<file path="src/inc/owc_pkg.sv">
package owc_pkg;

  // ****************************************
  // register map
  // ****************************************
  localparam logic [11:0] OFS_OSC_CTRL = 12'h204;
  localparam logic [11:0] OFS_PLL_SEL = 12'h20C;
  localparam logic [11:0] OFS_IRQ_STATUS = 12'h220;
  localparam logic [11:0] OFS_IRQ_MASK = 12'h224;
  localparam int ADDR_DEC_W = 12;

  // ****************************************
  // field positions
  // ****************************************
  localparam int BIT_WU_START = 0;
  localparam int BIT_WU_ACTIVE = 1;
  localparam int BIT_PLL_RUN = 2;
  localparam int BIT_WU_CLKSEL = 3;
  localparam int BIT_WU_LEN_LO = 4;
  localparam int BIT_FAST_RUN = 8;
  localparam int BIT_SLOW_RUN = 9;
  localparam int BIT_PLL_OUTSEL = 0;
  localparam int BIT_EV_WU_DONE = 0;
  localparam int BIT_EV_PLL_MISUSE = 1;
  localparam int EV_W = 2;

  // ****************************************
  // reset values and counts
  // ****************************************
  localparam logic [2:0] WU_LEN_NONE = 3'h0;
  localparam int FAST_EXP_BASE = 9;
  localparam int SLOW_EXP_BASE = 5;
  localparam int WU_CNT_W = 17;
  localparam logic [EV_W-1:0] EV_RST = 2'h0;
  localparam logic [EV_W-1:0] MASK_RST = 2'h0;
  localparam logic PLL_OUTSEL_RST = 1'h0;

  typedef struct packed {
    logic slowRun;
    logic fastRun;
    logic [2:0] lenSel;
    logic clkSel;
    logic pllRun;
  } owc_osc_ctrl_t;

  localparam owc_osc_ctrl_t OSC_CTRL_RST = 7'h64;

  typedef struct packed {
    logic isWrite;
    logic isRead;
    logic [ADDR_DEC_W-1:0] addr;
  } owc_dphase_t;

  // last count value for a length code and oscillator choice
  function automatic logic [WU_CNT_W-1:0] lastCount(input logic [2:0] code, input logic sel);
    int e;
    e = (sel ? SLOW_EXP_BASE : FAST_EXP_BASE) + int'(code);
    return WU_CNT_W'((32'h1 << e) - 32'h1);
  endfunction

endpackage

</file>
<file path="src/verilog/owc_top.sv">
`timescale 1ns/1ps
`default_nettype none
module owc_top (
  input wire logic mclk,
  input wire logic reset_n,
  input wire logic hsel,
  input wire logic [31:0] haddr,
  input wire logic [1:0] htrans,
  input wire logic hwrite,
  input wire logic [2:0] hsize,
  input wire logic [31:0] hwdata,
  input wire logic hready,
  output logic hreadyout,
  output logic hresp,
  output logic [31:0] hrdata,
  input wire logic fastCrystalInput,
  input wire logic slowCrystalInput,
  output logic fastOscRun,
  output logic slowOscRun,
  output logic pllRun,
  output logic pllOutputSelect,
  output logic warmupActiveFlag,
  output logic irq
);

  // ****************************************
  // declarations
  // ****************************************
  owc_pkg::owc_osc_ctrl_t ctrl_r;
  owc_pkg::owc_osc_ctrl_t ctrl_nxt;
  owc_pkg::owc_dphase_t dp_r;
  logic pll_output_select_r;
  logic [owc_pkg::EV_W-1:0] status_r;
  logic [owc_pkg::EV_W-1:0] mask_r;
  logic [owc_pkg::EV_W-1:0] evSet;
  logic [1:0] oscSync;
  logic [1:0] oscPrev_r;
  logic fastTick;
  logic slowTick;
  logic addrPhase;
  logic wrCtrl;
  logic wrPllSel;
  logic wrMask;
  logic rdStatus;
  logic rdLoad;
  logic startPulse;
  logic wuBusy;
  logic wuDone;
  logic [31:0] rdValue;

  // ****************************************
  // oscillator sampling
  // ****************************************
  owc_sync #(
    .W(2)
  ) u_sync (
    .mclk(mclk),
    .reset_n(reset_n),
    .asyncIn({slowCrystalInput, fastCrystalInput}),
    .syncOut(oscSync)
  );

  always_ff @(posedge mclk or negedge reset_n) begin
    if (!reset_n) begin
      oscPrev_r <= 2'h0;
    end else begin
      oscPrev_r <= oscSync;
    end
  end

  assign fastTick = oscSync[0] & ~oscPrev_r[0];
  assign slowTick = oscSync[1] & ~oscPrev_r[1];

  // ****************************************
  // bus decode
  // ****************************************
  assign addrPhase = hsel & htrans[1] & hready;
  assign wrCtrl = dp_r.isWrite && dp_r.addr == owc_pkg::OFS_OSC_CTRL;
  assign wrPllSel = dp_r.isWrite && dp_r.addr == owc_pkg::OFS_PLL_SEL;
  assign wrMask = dp_r.isWrite && dp_r.addr == owc_pkg::OFS_IRQ_MASK;
  assign rdLoad = dp_r.isRead && !hreadyout;
  assign rdStatus = rdLoad && dp_r.addr == owc_pkg::OFS_IRQ_STATUS;

  always_ff @(posedge mclk or negedge reset_n) begin
    if (!reset_n) begin
      dp_r <= '0;
    end else if (addrPhase) begin
      dp_r.isWrite <= hwrite;
      dp_r.isRead <= ~hwrite;
      dp_r.addr <= haddr[owc_pkg::ADDR_DEC_W-1:0];
    end else if (hreadyout) begin
      dp_r <= '0;
    end
  end

  // ****************************************
  // control register write
  // ****************************************
  always_comb begin
    ctrl_nxt = ctrl_r;
    if (wrCtrl) begin
      ctrl_nxt.pllRun = hwdata[owc_pkg::BIT_PLL_RUN];
      ctrl_nxt.clkSel = hwdata[owc_pkg::BIT_WU_CLKSEL];
      ctrl_nxt.lenSel = hwdata[owc_pkg::BIT_WU_LEN_LO +: 3];
      ctrl_nxt.fastRun = hwdata[owc_pkg::BIT_FAST_RUN];
      ctrl_nxt.slowRun = hwdata[owc_pkg::BIT_SLOW_RUN];
    end
  end

  assign startPulse = wrCtrl & hwdata[owc_pkg::BIT_WU_START];

  always_ff @(posedge mclk or negedge reset_n) begin
    if (!reset_n) begin
      ctrl_r <= owc_pkg::OSC_CTRL_RST;
    end else begin
      ctrl_r <= ctrl_nxt;
    end
  end

  always_ff @(posedge mclk or negedge reset_n) begin
    if (!reset_n) begin
      pll_output_select_r <= owc_pkg::PLL_OUTSEL_RST;
    end else if (wrPllSel) begin
      pll_output_select_r <= hwdata[owc_pkg::BIT_PLL_OUTSEL];
    end
  end

  // ****************************************
  // warm-up timer
  // ****************************************
  owc_warmup_counter #(
    .CNT_W(owc_pkg::WU_CNT_W)
  ) u_wu (
    .mclk(mclk),
    .reset_n(reset_n),
    .startPulse(startPulse),
    .lenCode(ctrl_nxt.lenSel),
    .clkSel(ctrl_nxt.clkSel),
    .fastTick(fastTick),
    .slowTick(slowTick),
    .busy(wuBusy),
    .donePulse(wuDone)
  );

  // ****************************************
  // pin outputs
  // ****************************************
  always_ff @(posedge mclk or negedge reset_n) begin
    if (!reset_n) begin
      fastOscRun <= owc_pkg::OSC_CTRL_RST.fastRun;
      slowOscRun <= owc_pkg::OSC_CTRL_RST.slowRun;
      pllRun <= owc_pkg::OSC_CTRL_RST.pllRun;
      pllOutputSelect <= owc_pkg::PLL_OUTSEL_RST;
      warmupActiveFlag <= 1'b0;
    end else begin
      fastOscRun <= ctrl_r.fastRun;
      slowOscRun <= ctrl_r.slowRun;
      pllRun <= ctrl_r.pllRun;
      pllOutputSelect <= pll_output_select_r;
      warmupActiveFlag <= wuBusy;
    end
  end

  // ****************************************
  // events and interrupt
  // ****************************************
  always_comb begin
    evSet = '0;
    evSet[owc_pkg::BIT_EV_WU_DONE] = wuDone;
    evSet[owc_pkg::BIT_EV_PLL_MISUSE] = wrCtrl & ctrl_r.pllRun & ~ctrl_nxt.pllRun & pll_output_select_r;
  end

  always_ff @(posedge mclk or negedge reset_n) begin
    if (!reset_n) begin
      status_r <= owc_pkg::EV_RST;
    end else if (rdStatus) begin
      status_r <= evSet;
    end else begin
      status_r <= status_r | evSet;
    end
  end

  always_ff @(posedge mclk or negedge reset_n) begin
    if (!reset_n) begin
      mask_r <= owc_pkg::MASK_RST;
    end else if (wrMask) begin
      mask_r <= hwdata[owc_pkg::EV_W-1:0];
    end
  end

  always_ff @(posedge mclk or negedge reset_n) begin
    if (!reset_n) begin
      irq <= 1'b0;
    end else begin
      irq <= |(status_r & mask_r);
    end
  end

  // ****************************************
  // read data
  // ****************************************
  always_comb begin
    rdValue = 32'h0000_0000;
    case (dp_r.addr)
      owc_pkg::OFS_OSC_CTRL: begin
        // start bit and unused bits read zero
        rdValue[owc_pkg::BIT_WU_ACTIVE] = wuBusy;
        rdValue[owc_pkg::BIT_PLL_RUN] = ctrl_r.pllRun;
        rdValue[owc_pkg::BIT_WU_CLKSEL] = ctrl_r.clkSel;
        rdValue[owc_pkg::BIT_WU_LEN_LO +: 3] = ctrl_r.lenSel;
        rdValue[owc_pkg::BIT_FAST_RUN] = ctrl_r.fastRun;
        rdValue[owc_pkg::BIT_SLOW_RUN] = ctrl_r.slowRun;
      end
      owc_pkg::OFS_PLL_SEL: begin
        rdValue[owc_pkg::BIT_PLL_OUTSEL] = pll_output_select_r;
      end
      owc_pkg::OFS_IRQ_STATUS: begin
        rdValue[owc_pkg::EV_W-1:0] = status_r;
      end
      owc_pkg::OFS_IRQ_MASK: begin
        rdValue[owc_pkg::EV_W-1:0] = mask_r;
      end
      default: begin
        rdValue = 32'h0000_0000;
      end
    endcase
  end

  // one wait state on reads, none on writes
  always_ff @(posedge mclk or negedge reset_n) begin
    if (!reset_n) begin
      hreadyout <= 1'b1;
      hrdata <= 32'h0000_0000;
    end else if (addrPhase && !hwrite) begin
      hreadyout <= 1'b0;
    end else if (rdLoad) begin
      hreadyout <= 1'b1;
      hrdata <= rdValue;
    end
  end

  always_ff @(posedge mclk or negedge reset_n) begin
    if (!reset_n) begin
      hresp <= 1'b0;
    end else begin
      hresp <= 1'b0;
    end
  end

  // ****************************************
  // checks
  // ****************************************
  a_start_busy: assert property (@(posedge mclk) disable iff (!reset_n)
    startPulse && ctrl_nxt.lenSel != 3'h0 |=> wuBusy ##1 warmupActiveFlag)
    else $error("start did not raise the warm-up flag");

  a_start_reads0: assert property (@(posedge mclk) disable iff (!reset_n)
    rdLoad && dp_r.addr == owc_pkg::OFS_OSC_CTRL |=> hreadyout && !hrdata[0])
    else $error("start bit read back as one");

  a_busy_readback: assert property (@(posedge mclk) disable iff (!reset_n)
    rdLoad && dp_r.addr == owc_pkg::OFS_OSC_CTRL |=> hrdata[1] == $past(wuBusy))
    else $error("status bit does not show warm-up state");

  a_unused_zero: assert property (@(posedge mclk) disable iff (!reset_n)
    rdLoad && dp_r.addr == owc_pkg::OFS_OSC_CTRL |=> hrdata[31:10] == 22'h0 && !hrdata[7])
    else $error("unused bit read as one");

  a_pll_write: assert property (@(posedge mclk) disable iff (!reset_n)
    wrCtrl |=> ##1 pllRun == $past(hwdata[2], 2))
    else $error("pll enable did not follow write");

  a_fast_osc: assert property (@(posedge mclk) disable iff (!reset_n)
    wrCtrl |=> ##1 fastOscRun == $past(hwdata[8], 2))
    else $error("fast oscillator enable did not follow write");

  a_slow_osc: assert property (@(posedge mclk) disable iff (!reset_n)
    wrCtrl |=> ##1 slowOscRun == $past(hwdata[9], 2))
    else $error("slow oscillator enable did not follow write");

  a_pll_held: assert property (@(posedge mclk) disable iff (!reset_n)
    !wrCtrl throughout (!ctrl_r.pllRun ##1 !ctrl_r.pllRun) |-> !pllRun)
    else $error("pll ran without a write");

  a_misuse_event: assert property (@(posedge mclk) disable iff (!reset_n)
    evSet[1] |=> status_r[1] ##1 (irq || !mask_r[1]))
    else $error("pll misuse not flagged");

  a_set_wins: assert property (@(posedge mclk) disable iff (!reset_n)
    rdStatus && wuDone |=> status_r[0])
    else $error("event lost on read clear");

  a_start_launch: assert property (@(posedge mclk) disable iff (!reset_n)
    startPulse |=> wuBusy || wuDone)
    else $error("start did not launch the warm-up");

  a_zero_no_start: assert property (@(posedge mclk) disable iff (!reset_n)
    !startPulse && !wuBusy |=> !wuBusy)
    else $error("warm-up began without a start");

  a_flag_clears: assert property (@(posedge mclk) disable iff (!reset_n)
    wuDone |=> !warmupActiveFlag)
    else $error("warm-up flag still set after completion");

  a_end_on_tick: assert property (@(posedge mclk) disable iff (!reset_n)
    wuBusy && !startPulse && !fastTick && !slowTick |=> wuBusy)
    else $error("warm-up ended without an oscillator edge");

  a_len_write: assert property (@(posedge mclk) disable iff (!reset_n)
    wrCtrl |=> ctrl_r.lenSel == $past(hwdata[6:4]) && ctrl_r.clkSel == $past(hwdata[3]))
    else $error("length or clock choice not taken from write");

  a_read_clears: assert property (@(posedge mclk) disable iff (!reset_n)
    rdStatus && !evSet[0] |=> !status_r[0])
    else $error("status read did not clear the done event");

  a_status_sticky: assert property (@(posedge mclk) disable iff (!reset_n)
    !rdStatus |=> (status_r & $past(status_r)) == $past(status_r))
    else $error("status bit lost without a read");

  a_irq_level: assert property (@(posedge mclk) disable iff (!reset_n)
    |(status_r & mask_r) |=> irq)
    else $error("unmasked event did not raise the interrupt");

  a_mask_write: assert property (@(posedge mclk) disable iff (!reset_n)
    wrMask |=> mask_r == $past(hwdata[1:0]))
    else $error("mask did not follow write");

  a_pll_output_select_write: assert property (@(posedge mclk) disable iff (!reset_n)
    wrPllSel |=> pll_output_select_r == $past(hwdata[0]))
    else $error("pll output select did not follow write");

endmodule
`default_nettype wire

</file>
<file path="src/verilog/owc_sync.sv">
`timescale 1ns/1ps
`default_nettype none
module owc_sync #(
  parameter int W = 2
) (
  input wire logic mclk,
  input wire logic reset_n,
  input wire logic [W-1:0] asyncIn,
  output logic [W-1:0] syncOut
);

  logic [W-1:0] meta_r;

  // ****************************************
  // two flop synchroniser
  // ****************************************
  always_ff @(posedge mclk or negedge reset_n) begin
    if (!reset_n) begin
      meta_r <= '0;
      syncOut <= '0;
    end else begin
      meta_r <= asyncIn;
      syncOut <= meta_r;
    end
  end

endmodule
`default_nettype wire

</file>
<file path="src/verilog/owc_warmup_counter.sv">
`timescale 1ns/1ps
`default_nettype none
module owc_warmup_counter #(
  parameter int CNT_W = owc_pkg::WU_CNT_W
) (
  input wire logic mclk,
  input wire logic reset_n,
  input wire logic startPulse,
  input wire logic [2:0] lenCode,
  input wire logic clkSel,
  input wire logic fastTick,
  input wire logic slowTick,
  output logic busy,
  output logic donePulse
);

  logic [CNT_W-1:0] count_r;
  logic [CNT_W-1:0] last_r;
  logic sel_r;
  logic tick;

  assign tick = sel_r ? slowTick : fastTick;

  // ****************************************
  // warm-up count
  // ****************************************
  always_ff @(posedge mclk or negedge reset_n) begin
    if (!reset_n) begin
      count_r <= '0;
      last_r <= '0;
      sel_r <= 1'b0;
      busy <= 1'b0;
      donePulse <= 1'b0;
    end else begin
      donePulse <= 1'b0;
      if (startPulse) begin
        count_r <= '0;
        sel_r <= clkSel;
        last_r <= CNT_W'(owc_pkg::lastCount(lenCode, clkSel));
        busy <= (lenCode != owc_pkg::WU_LEN_NONE);
        donePulse <= (lenCode == owc_pkg::WU_LEN_NONE);
      end else if (busy && tick) begin
        if (count_r == last_r) begin
          busy <= 1'b0;
          donePulse <= 1'b1;
        end else begin
          count_r <= count_r + CNT_W'(1);
        end
      end
    end
  end

  a_code_none: assert property (@(posedge mclk) disable iff (!reset_n)
    startPulse && lenCode == owc_pkg::WU_LEN_NONE |=> !busy && donePulse)
    else $error("zero length warm-up did not finish at once");

  a_restart_zero: assert property (@(posedge mclk) disable iff (!reset_n)
    startPulse && lenCode != owc_pkg::WU_LEN_NONE |=> busy && count_r == '0)
    else $error("warm-up did not restart from zero");

  a_done_at_last: assert property (@(posedge mclk) disable iff (!reset_n)
    busy && tick && !startPulse && count_r == last_r |=> !busy && donePulse)
    else $error("warm-up did not end at its last count");

  a_fast_length: assert property (@(posedge mclk) disable iff (!reset_n)
    startPulse && !clkSel && lenCode == 3'h1 |=> last_r == CNT_W'(17'h003FF))
    else $error("fast code 001 is not 2^10 cycles");

endmodule
`default_nettype wire

</file>
<file path="config.mk">
export PLATFORM = sky130hd
export DESIGN_NAME = owc_top
export DESIGN_NICKNAME = d
export VERILOG_FILES = /design/src/inc/owc_pkg.sv /design/src/verilog/owc_top.sv /design/src/verilog/owc_sync.sv /design/src/verilog/owc_warmup_counter.sv
export SDC_FILE = /design/constraint.sdc
export NUM_CORES = 1
export LEC_CHECK = 0
export BUFFER_PORTS_ARGS = -buffer_cell sky130_fd_sc_hd__buf_2
export CORE_MARGIN = 3
export CORE_UTILIZATION = 40
export CTS_CLUSTER_DIAMETER = 30
export DETAILED_ROUTE_END_ITERATION = 8
export PLACE_DENSITY = 0.62
export SLEW_MARGIN = 20
export SYNTH_ARGS = -nofsm -noshare
export SYNTH_HDL_FRONTEND = slang
export SYNTH_SLANG_ARGS = --single-unit
export TNS_END_PERCENT = 30
</file>
<file path="constraint.sdc">
create_clock -name mclk -period 4.9 [get_ports mclk]
set_input_delay 0.98 -clock mclk [delete_from_list [all_inputs] [get_ports mclk]]
set_output_delay 0.98 -clock mclk [all_outputs]
set_load 0.01 [all_outputs]
</file>
## Word level (Yosys, flattened, before mapping)

Index checks and enable logic that the tools add are counted.

| cells by class | value |
|---|---|
| shift operators | 1 |
| muxes and demuxes | 21 |
| $lt $le $gt $ge | 0 |
| bitwise logic cells | 15 |
| reduce and logical (&&, ||, !) cells | 19 |
| equality and inequality tests | 6 |
| div/mod/pow operators | 0 |
| add/subtract/negate cells | 3 |
| $mul | 0 |

Operators with widths:

| cell | number |
|---|---|
| 17-bit two-way mux | 3 |
| 12-bit by 10-bit equality test with 1-bit output (second input constant) | 4 |
| 32-bit by 4-bit adder with 32-bit output | 1 |
| 1-bit by 32-bit left shift with 17-bit output (first input constant) | 1 |
| 14-bit two-way mux | 2 |
| 17-bit by 1-bit adder with 17-bit output (second input constant) | 1 |
| 17-bit equality test | 1 |
| 17-bit by 1-bit subtractor with 17-bit output (second input constant) | 1 |
| 5-bit two-way mux | 2 |
| 1-bit two-way mux | 9 |
| 1-bit bitwise AND | 8 |
| 2-bit nonzero test | 4 |
| 1-bit logical AND | 7 |
| 1-bit one-hot mux with 3 select lines | 2 |
| 2-bit AND reduction | 3 |
| 1-bit inverter | 5 |
| 2-bit two-way mux | 2 |
| 4-bit two-way mux | 1 |
| 3-bit logical NOT | 1 |
| 3-bit nonzero test | 1 |
| 2-bit bitwise AND | 1 |
| 1-bit logical NOT | 2 |
| 2-bit inequality test (second input constant) | 1 |
| 2-bit bitwise OR | 1 |
| 2-bit OR reduction | 1 |

| word-level totals | value |
|---|---|
| latch bits | 0 |
| memory bits (writable) | 0 |
| word-level logic and storage cells | 92 |
| output and inout port bits | 40 |
| bits in registers | 85 |
| input bits | 76 |
| ROM bits | 0 |
| memories | 0 |

## Logic depth before layout (Yosys ltp)

| depth | value |
|---|---|
| word-level depth | 8 |
| depth in mapped cells | 17 |
| gate-level depth less buffers | 14 |

## By module

Synthesis repeated with hierarchy kept, for this count alone.

| unflattened totals | value |
|---|---|
| cell total of the unflattened synthesis | 449 |
| area total of the unflattened synthesis | 4516.8 um^2 |

Modules (own cells, without submodules):

| module | cells an instance | seq. area each (um^2) | instances | area an instance (um^2) |
|---|---|---|---|---|
| owc_warmup_counter | 275 | 925.9 | 1 | 2429.8 |
| owc_top | 170 | 1108.6 | 1 | 1986.9 |
| owc_sync | 4 | 100.1 | 1 | 100.1 |

## Worst setup path before layout

OpenSTA, ideal clock, no wires.

| path | value |
|---|---|
| path type | flip-flop to flip-flop |
| start point | register dp_r[5] in the netlist's numbering |
| end point | register u_wu.last_r[6] |
| arrival time | 3.537 ns |
| library setup time | 0.065 ns |
| buffers on the path | 4 |
| required time | 4.835 ns |
| slack | 1.298 ns |
| stages on the path, launching flop included | 18 |
| period minus slack after synthesis | 3.602 ns |
| path through | dfrtp_1 -> buf_6 -> and4bb_2 -> nand4b_2 -> buf_4 -> mux2_2 -> ha_1 -> clkbuf_1 -> nor2_1 -> nand3_1 -> mux2i_1 -> nand2_1 -> ha_1 -> clkbuf_1 -> a211oi_1 -> a31oi_1 -> o211ai_1 -> o21a_1 |

RTL lines:

| element | RTL line | RTL |
|---|---|---|
| start: declaration | owc_top.sv:31 | `owc_pkg::owc_dphase_t dp_r;` |
| end signal: assignment | owc_warmup_counter.sv:39 | `last_r <= CNT_W'(owc_pkg::lastCount(lenCode, clkSel));` |
| end: declaration | owc_warmup_counter.sv:18 | `logic [CNT_W-1:0] last_r;` |

==> metrics.md <==
| Metric | Value |
|---|---|
| Final Cycle Share | `78.1%` |
| Sw frac | `23.1%` |
| CTS sink cnt | `85` |
| Die area | `12700 um^2` |
| Nets | `566` |
| Total number of H-tree levels | `3` |
| Dpl hpwl | `6.94 mm` |
| Yosys cell types | `61` |
| Diodes inserted | `0` |
| Crit path required time | `5180 ps` |
| Setup TNS | `0 ps` |
| Sequential share of power | `45.8%` |
| Critical-path top delay cell | `dfrtp_1` |
| Wire per inst | `15.3 um` |
| Clk pwr share | `46.1%` |
| Top cells by count, synth | `dfrtp_1, nand2_1, nor2_1` |
| Final-report hold violation count | `0` |
| Layout Skew | `10.1 ps` |
| Minimum clock period | `3830 ps` |
| First-pass GRT wire length | `16.7 mm` |
| Max Cap Viol | `0` |
| Post-layout util | `46.7%` |
| Synth Instances | `453` |
| Gr usage total | `16.2%` |
| GR Overflow Total | `0` |
| Post-Syn Area | `4550 um^2` |
| Synth area leader | `dfrtp_1` |
| IO Port Bufs | `44` |
| Outcome | `completed` |
| Initial antenna violation count | `0` |
| CTS tree | `yes` |
| Final wirelength | `9.68 mm` |
| # setup viols final | `0` |
| CTS-repair resized insts | `0` |
| EDFF count, synth | `0` |
| Startpoint types | `register` |
| Setup bufs post-CTS | `0` |
| FMAX | `261 MHz` |
| Yosys reg bits | `85` |
| Dominant synthesized flop cell | `dfrtp_1` |
| Data arrival time of the critical path | `4100 ps` |
| RSZ-0062 raised after global routing | `no` |
| Number of global-route vias before repair | `3343` |
| Ys Warns | `0` |
| Post-synthesis sequential area ratio | `46.9%` |
| GPL Wtd Cong | `0.898` |
| Initial Util | `41.5%` |
| Top cells by area, synth | `dfrtp_1, nand2_1, buf_4, dfstp_2, xnor2_1` |
| Via count | `3347` |
| Total CTS buffers | `9` |
| Slowest Stage Delay on Critical Path | `500 ps` |
| Psw | `0.385 mW` |
| Row Count | `38` |
| Synth Area per Inst | `10.1 um^2` |
| Worst Hold Class | `reg2reg` |
| Comb pwr share | `8.1%` |
| Worst Path Max Fanout | `15` |
| Crit path top cell by count | `ha_1` |
| Static Leak | `2.40 nW` |
| Drt drc | `0` |
| Maximum VDD drop | `0.000160 V` |
| Crit path kind | `reg2reg` |
| Internal | `1.28 mW` |
| Die Y | `113 um` |
| Final ANT Viol Nets | `0` |
| Crit-path cells | `and4bb_2 -> nand4b_2 -> buf_4 -> mux2_2 -> ha_1 -> nor2_1 -> nand3_1 -> mux2i_1 -> nand2_1 -> ha_1 -> a211oi_1 -> a31oi_1 -> o211ai_1 -> o21a_1` |
| Cts hold-fix bufs | `0` |
| Die width | `113 um` |
| Slew Viols, Final | `0` |
| Vias/cell | `5.30` |
| Core Footprint | `11000 um^2` |
| Power Dens Cells | `325 nW/um^2` |
| Ports | `116` |
| Share of layout cells above drive strength 1 | `18.9%` |
| Initial DRT Pass Iterations | `4` |
| Relative slew slack | `29.5%` |
| Post-synth top area share | `43.4%` |
| Later-pin clock latency in the skew report | `340 ps` |
| Largest net degree at the start of global routing | `86` |
| DR iter-0 viols | `157` |
| Synth async-reset ratio | `100%` |
| Most common cell in the synthesized netlist | `dfrtp_1` |
| Root Driver | `clkbuf_16` |
| Critical path endpoint category | `register` |
| Synthesis-to-finish area growth | `12.6%` |
| Clock slew at reported path FFs | `70 ps` |
| CTS max path bufs | `2` |
| Worst-margin pin slew | `1060 ps` |
## critical path: cells and delay by family, from the launching register on
kind,cells,cell delay [ps]
AND/OR/NAND/NOR,5,870
multiplexers,2,770
adder cells (fa/ha/maj),2,730
AO/OA/AOI/OAI,4,650
flip-flops,1,500
buffers and inverters,1,250
## metal layers
metal,up-vias,wire length [um],global-route usage [%]
met5,-,0,0
met4,0,202,6.41
met3,13,337,2.35
met2,78,4430,24.5
met1,1635,4710,23.4
li1,1621,-,-
## cell type report
type | count | area, um^2
repair buffers | 49 | 264
inverters | 11 | 41.3
clock inverters | 6 | 111
multi-input cells | 330 | 2170
well taps | 140 | 175
clock buffers | 10 | 229
flip-flops and latches | 85 | 2130
fillers | 1023 | 5850
## per-stage QoR
| stage | setup WS (ps) | cells | cell area, um^2 | power, mW | hold slack (ps) |
|---|---|---|---|---|---|
| final | 1070 | 631 | 5130 | 1.67 | 351 |
| after CTS | 1070 | 631 | 5120 | 1.69 | 351 |
| after global routing | 774 | 631 | 5130 | 1.74 | 372 |
| after global placement | 1140 | 615 | 4780 | 0.906 | 336 |
| after floorplan | 1300 | 476 | 4640 | 0.870 | 331 |
| after detailed placement | 1100 | 615 | 4780 | 0.911 | 336 |
## final timing paths
check,slack [ps],end,startpoint,cells after the start
max,1070,u_wu.last_r[6]$_DFFE_PN0P_,dp_r[5]$_DFFE_PN0P_,14
min,350,u_sync.syncOut[0]$_DFF_PN0_,u_sync.meta_r[0]$_DFF_PN0_,0
max reg2reg,1070,u_wu.last_r[6]$_DFFE_PN0P_,dp_r[5]$_DFFE_PN0P_,14
min reg2reg,350,u_sync.syncOut[0]$_DFF_PN0_,u_sync.meta_r[0]$_DFF_PN0_,0
max in group asynchronous,3670,u_wu.sel_r$_DFFE_PN0P_,reset_n,1
min in group asynchronous,670,u_wu.count_r[2]$_DFFE_PN0P_,reset_n,1
## power by group through the flow
stage               registers, mW  logic (mW)  clock network [mW]
floorplan                   0.760       0.111                   0
global placement            0.775       0.131                   0
detailed placement          0.776       0.135                   0
CTS                         0.763       0.135               0.791
global route                0.769       0.150               0.824
finish                      0.764       0.134               0.769
## cell families after synthesis
kind of cell             synth area share, %
AO/OA/AOI/OAI                           13.5
XOR/XNOR                                6.35
adder cells (fa/ha/maj)                 1.10
buffers and inverters                   7.44
flip-flops                              46.9
multiplexers                            6.51
other                                 0.0823
AND/OR/NAND/NOR                         18.1
## cells in the final DEF (no fill, tap or decap), types with 5 or more instances in the layout
master / count
nand3b_1: 15
buf_4: 5
nor2_1: 30
xor2_1: 15
and2_1: 6
o2111ai_1: 12
nand2_1: 56
dfrtp_1: 79
mux2_2: 13
o31ai_1: 6
clkbuf_16: 9
a21oi_1: 11
buf_2: 43
inv_1: 10
nand4_1: 5
mux2i_1: 15
dfstp_2: 6
conb_1: 24
a22o_1: 8
xnor2_1: 18
nand3_1: 11
o21ai_0: 18
## sequential cells by signal, indices dropped and copies added (netlist names), 2 cells and up
register,flops
hrdata,9
dp_r,14
u_sync.syncOut,2
ctrl_r,7
u_wu.count_r,17
u_wu.last_r,17
mask_r,2
u_sync.meta_r,2
oscPrev_r,2
status_r,2
No activity file was read; power rests on OpenSTA's default activity.
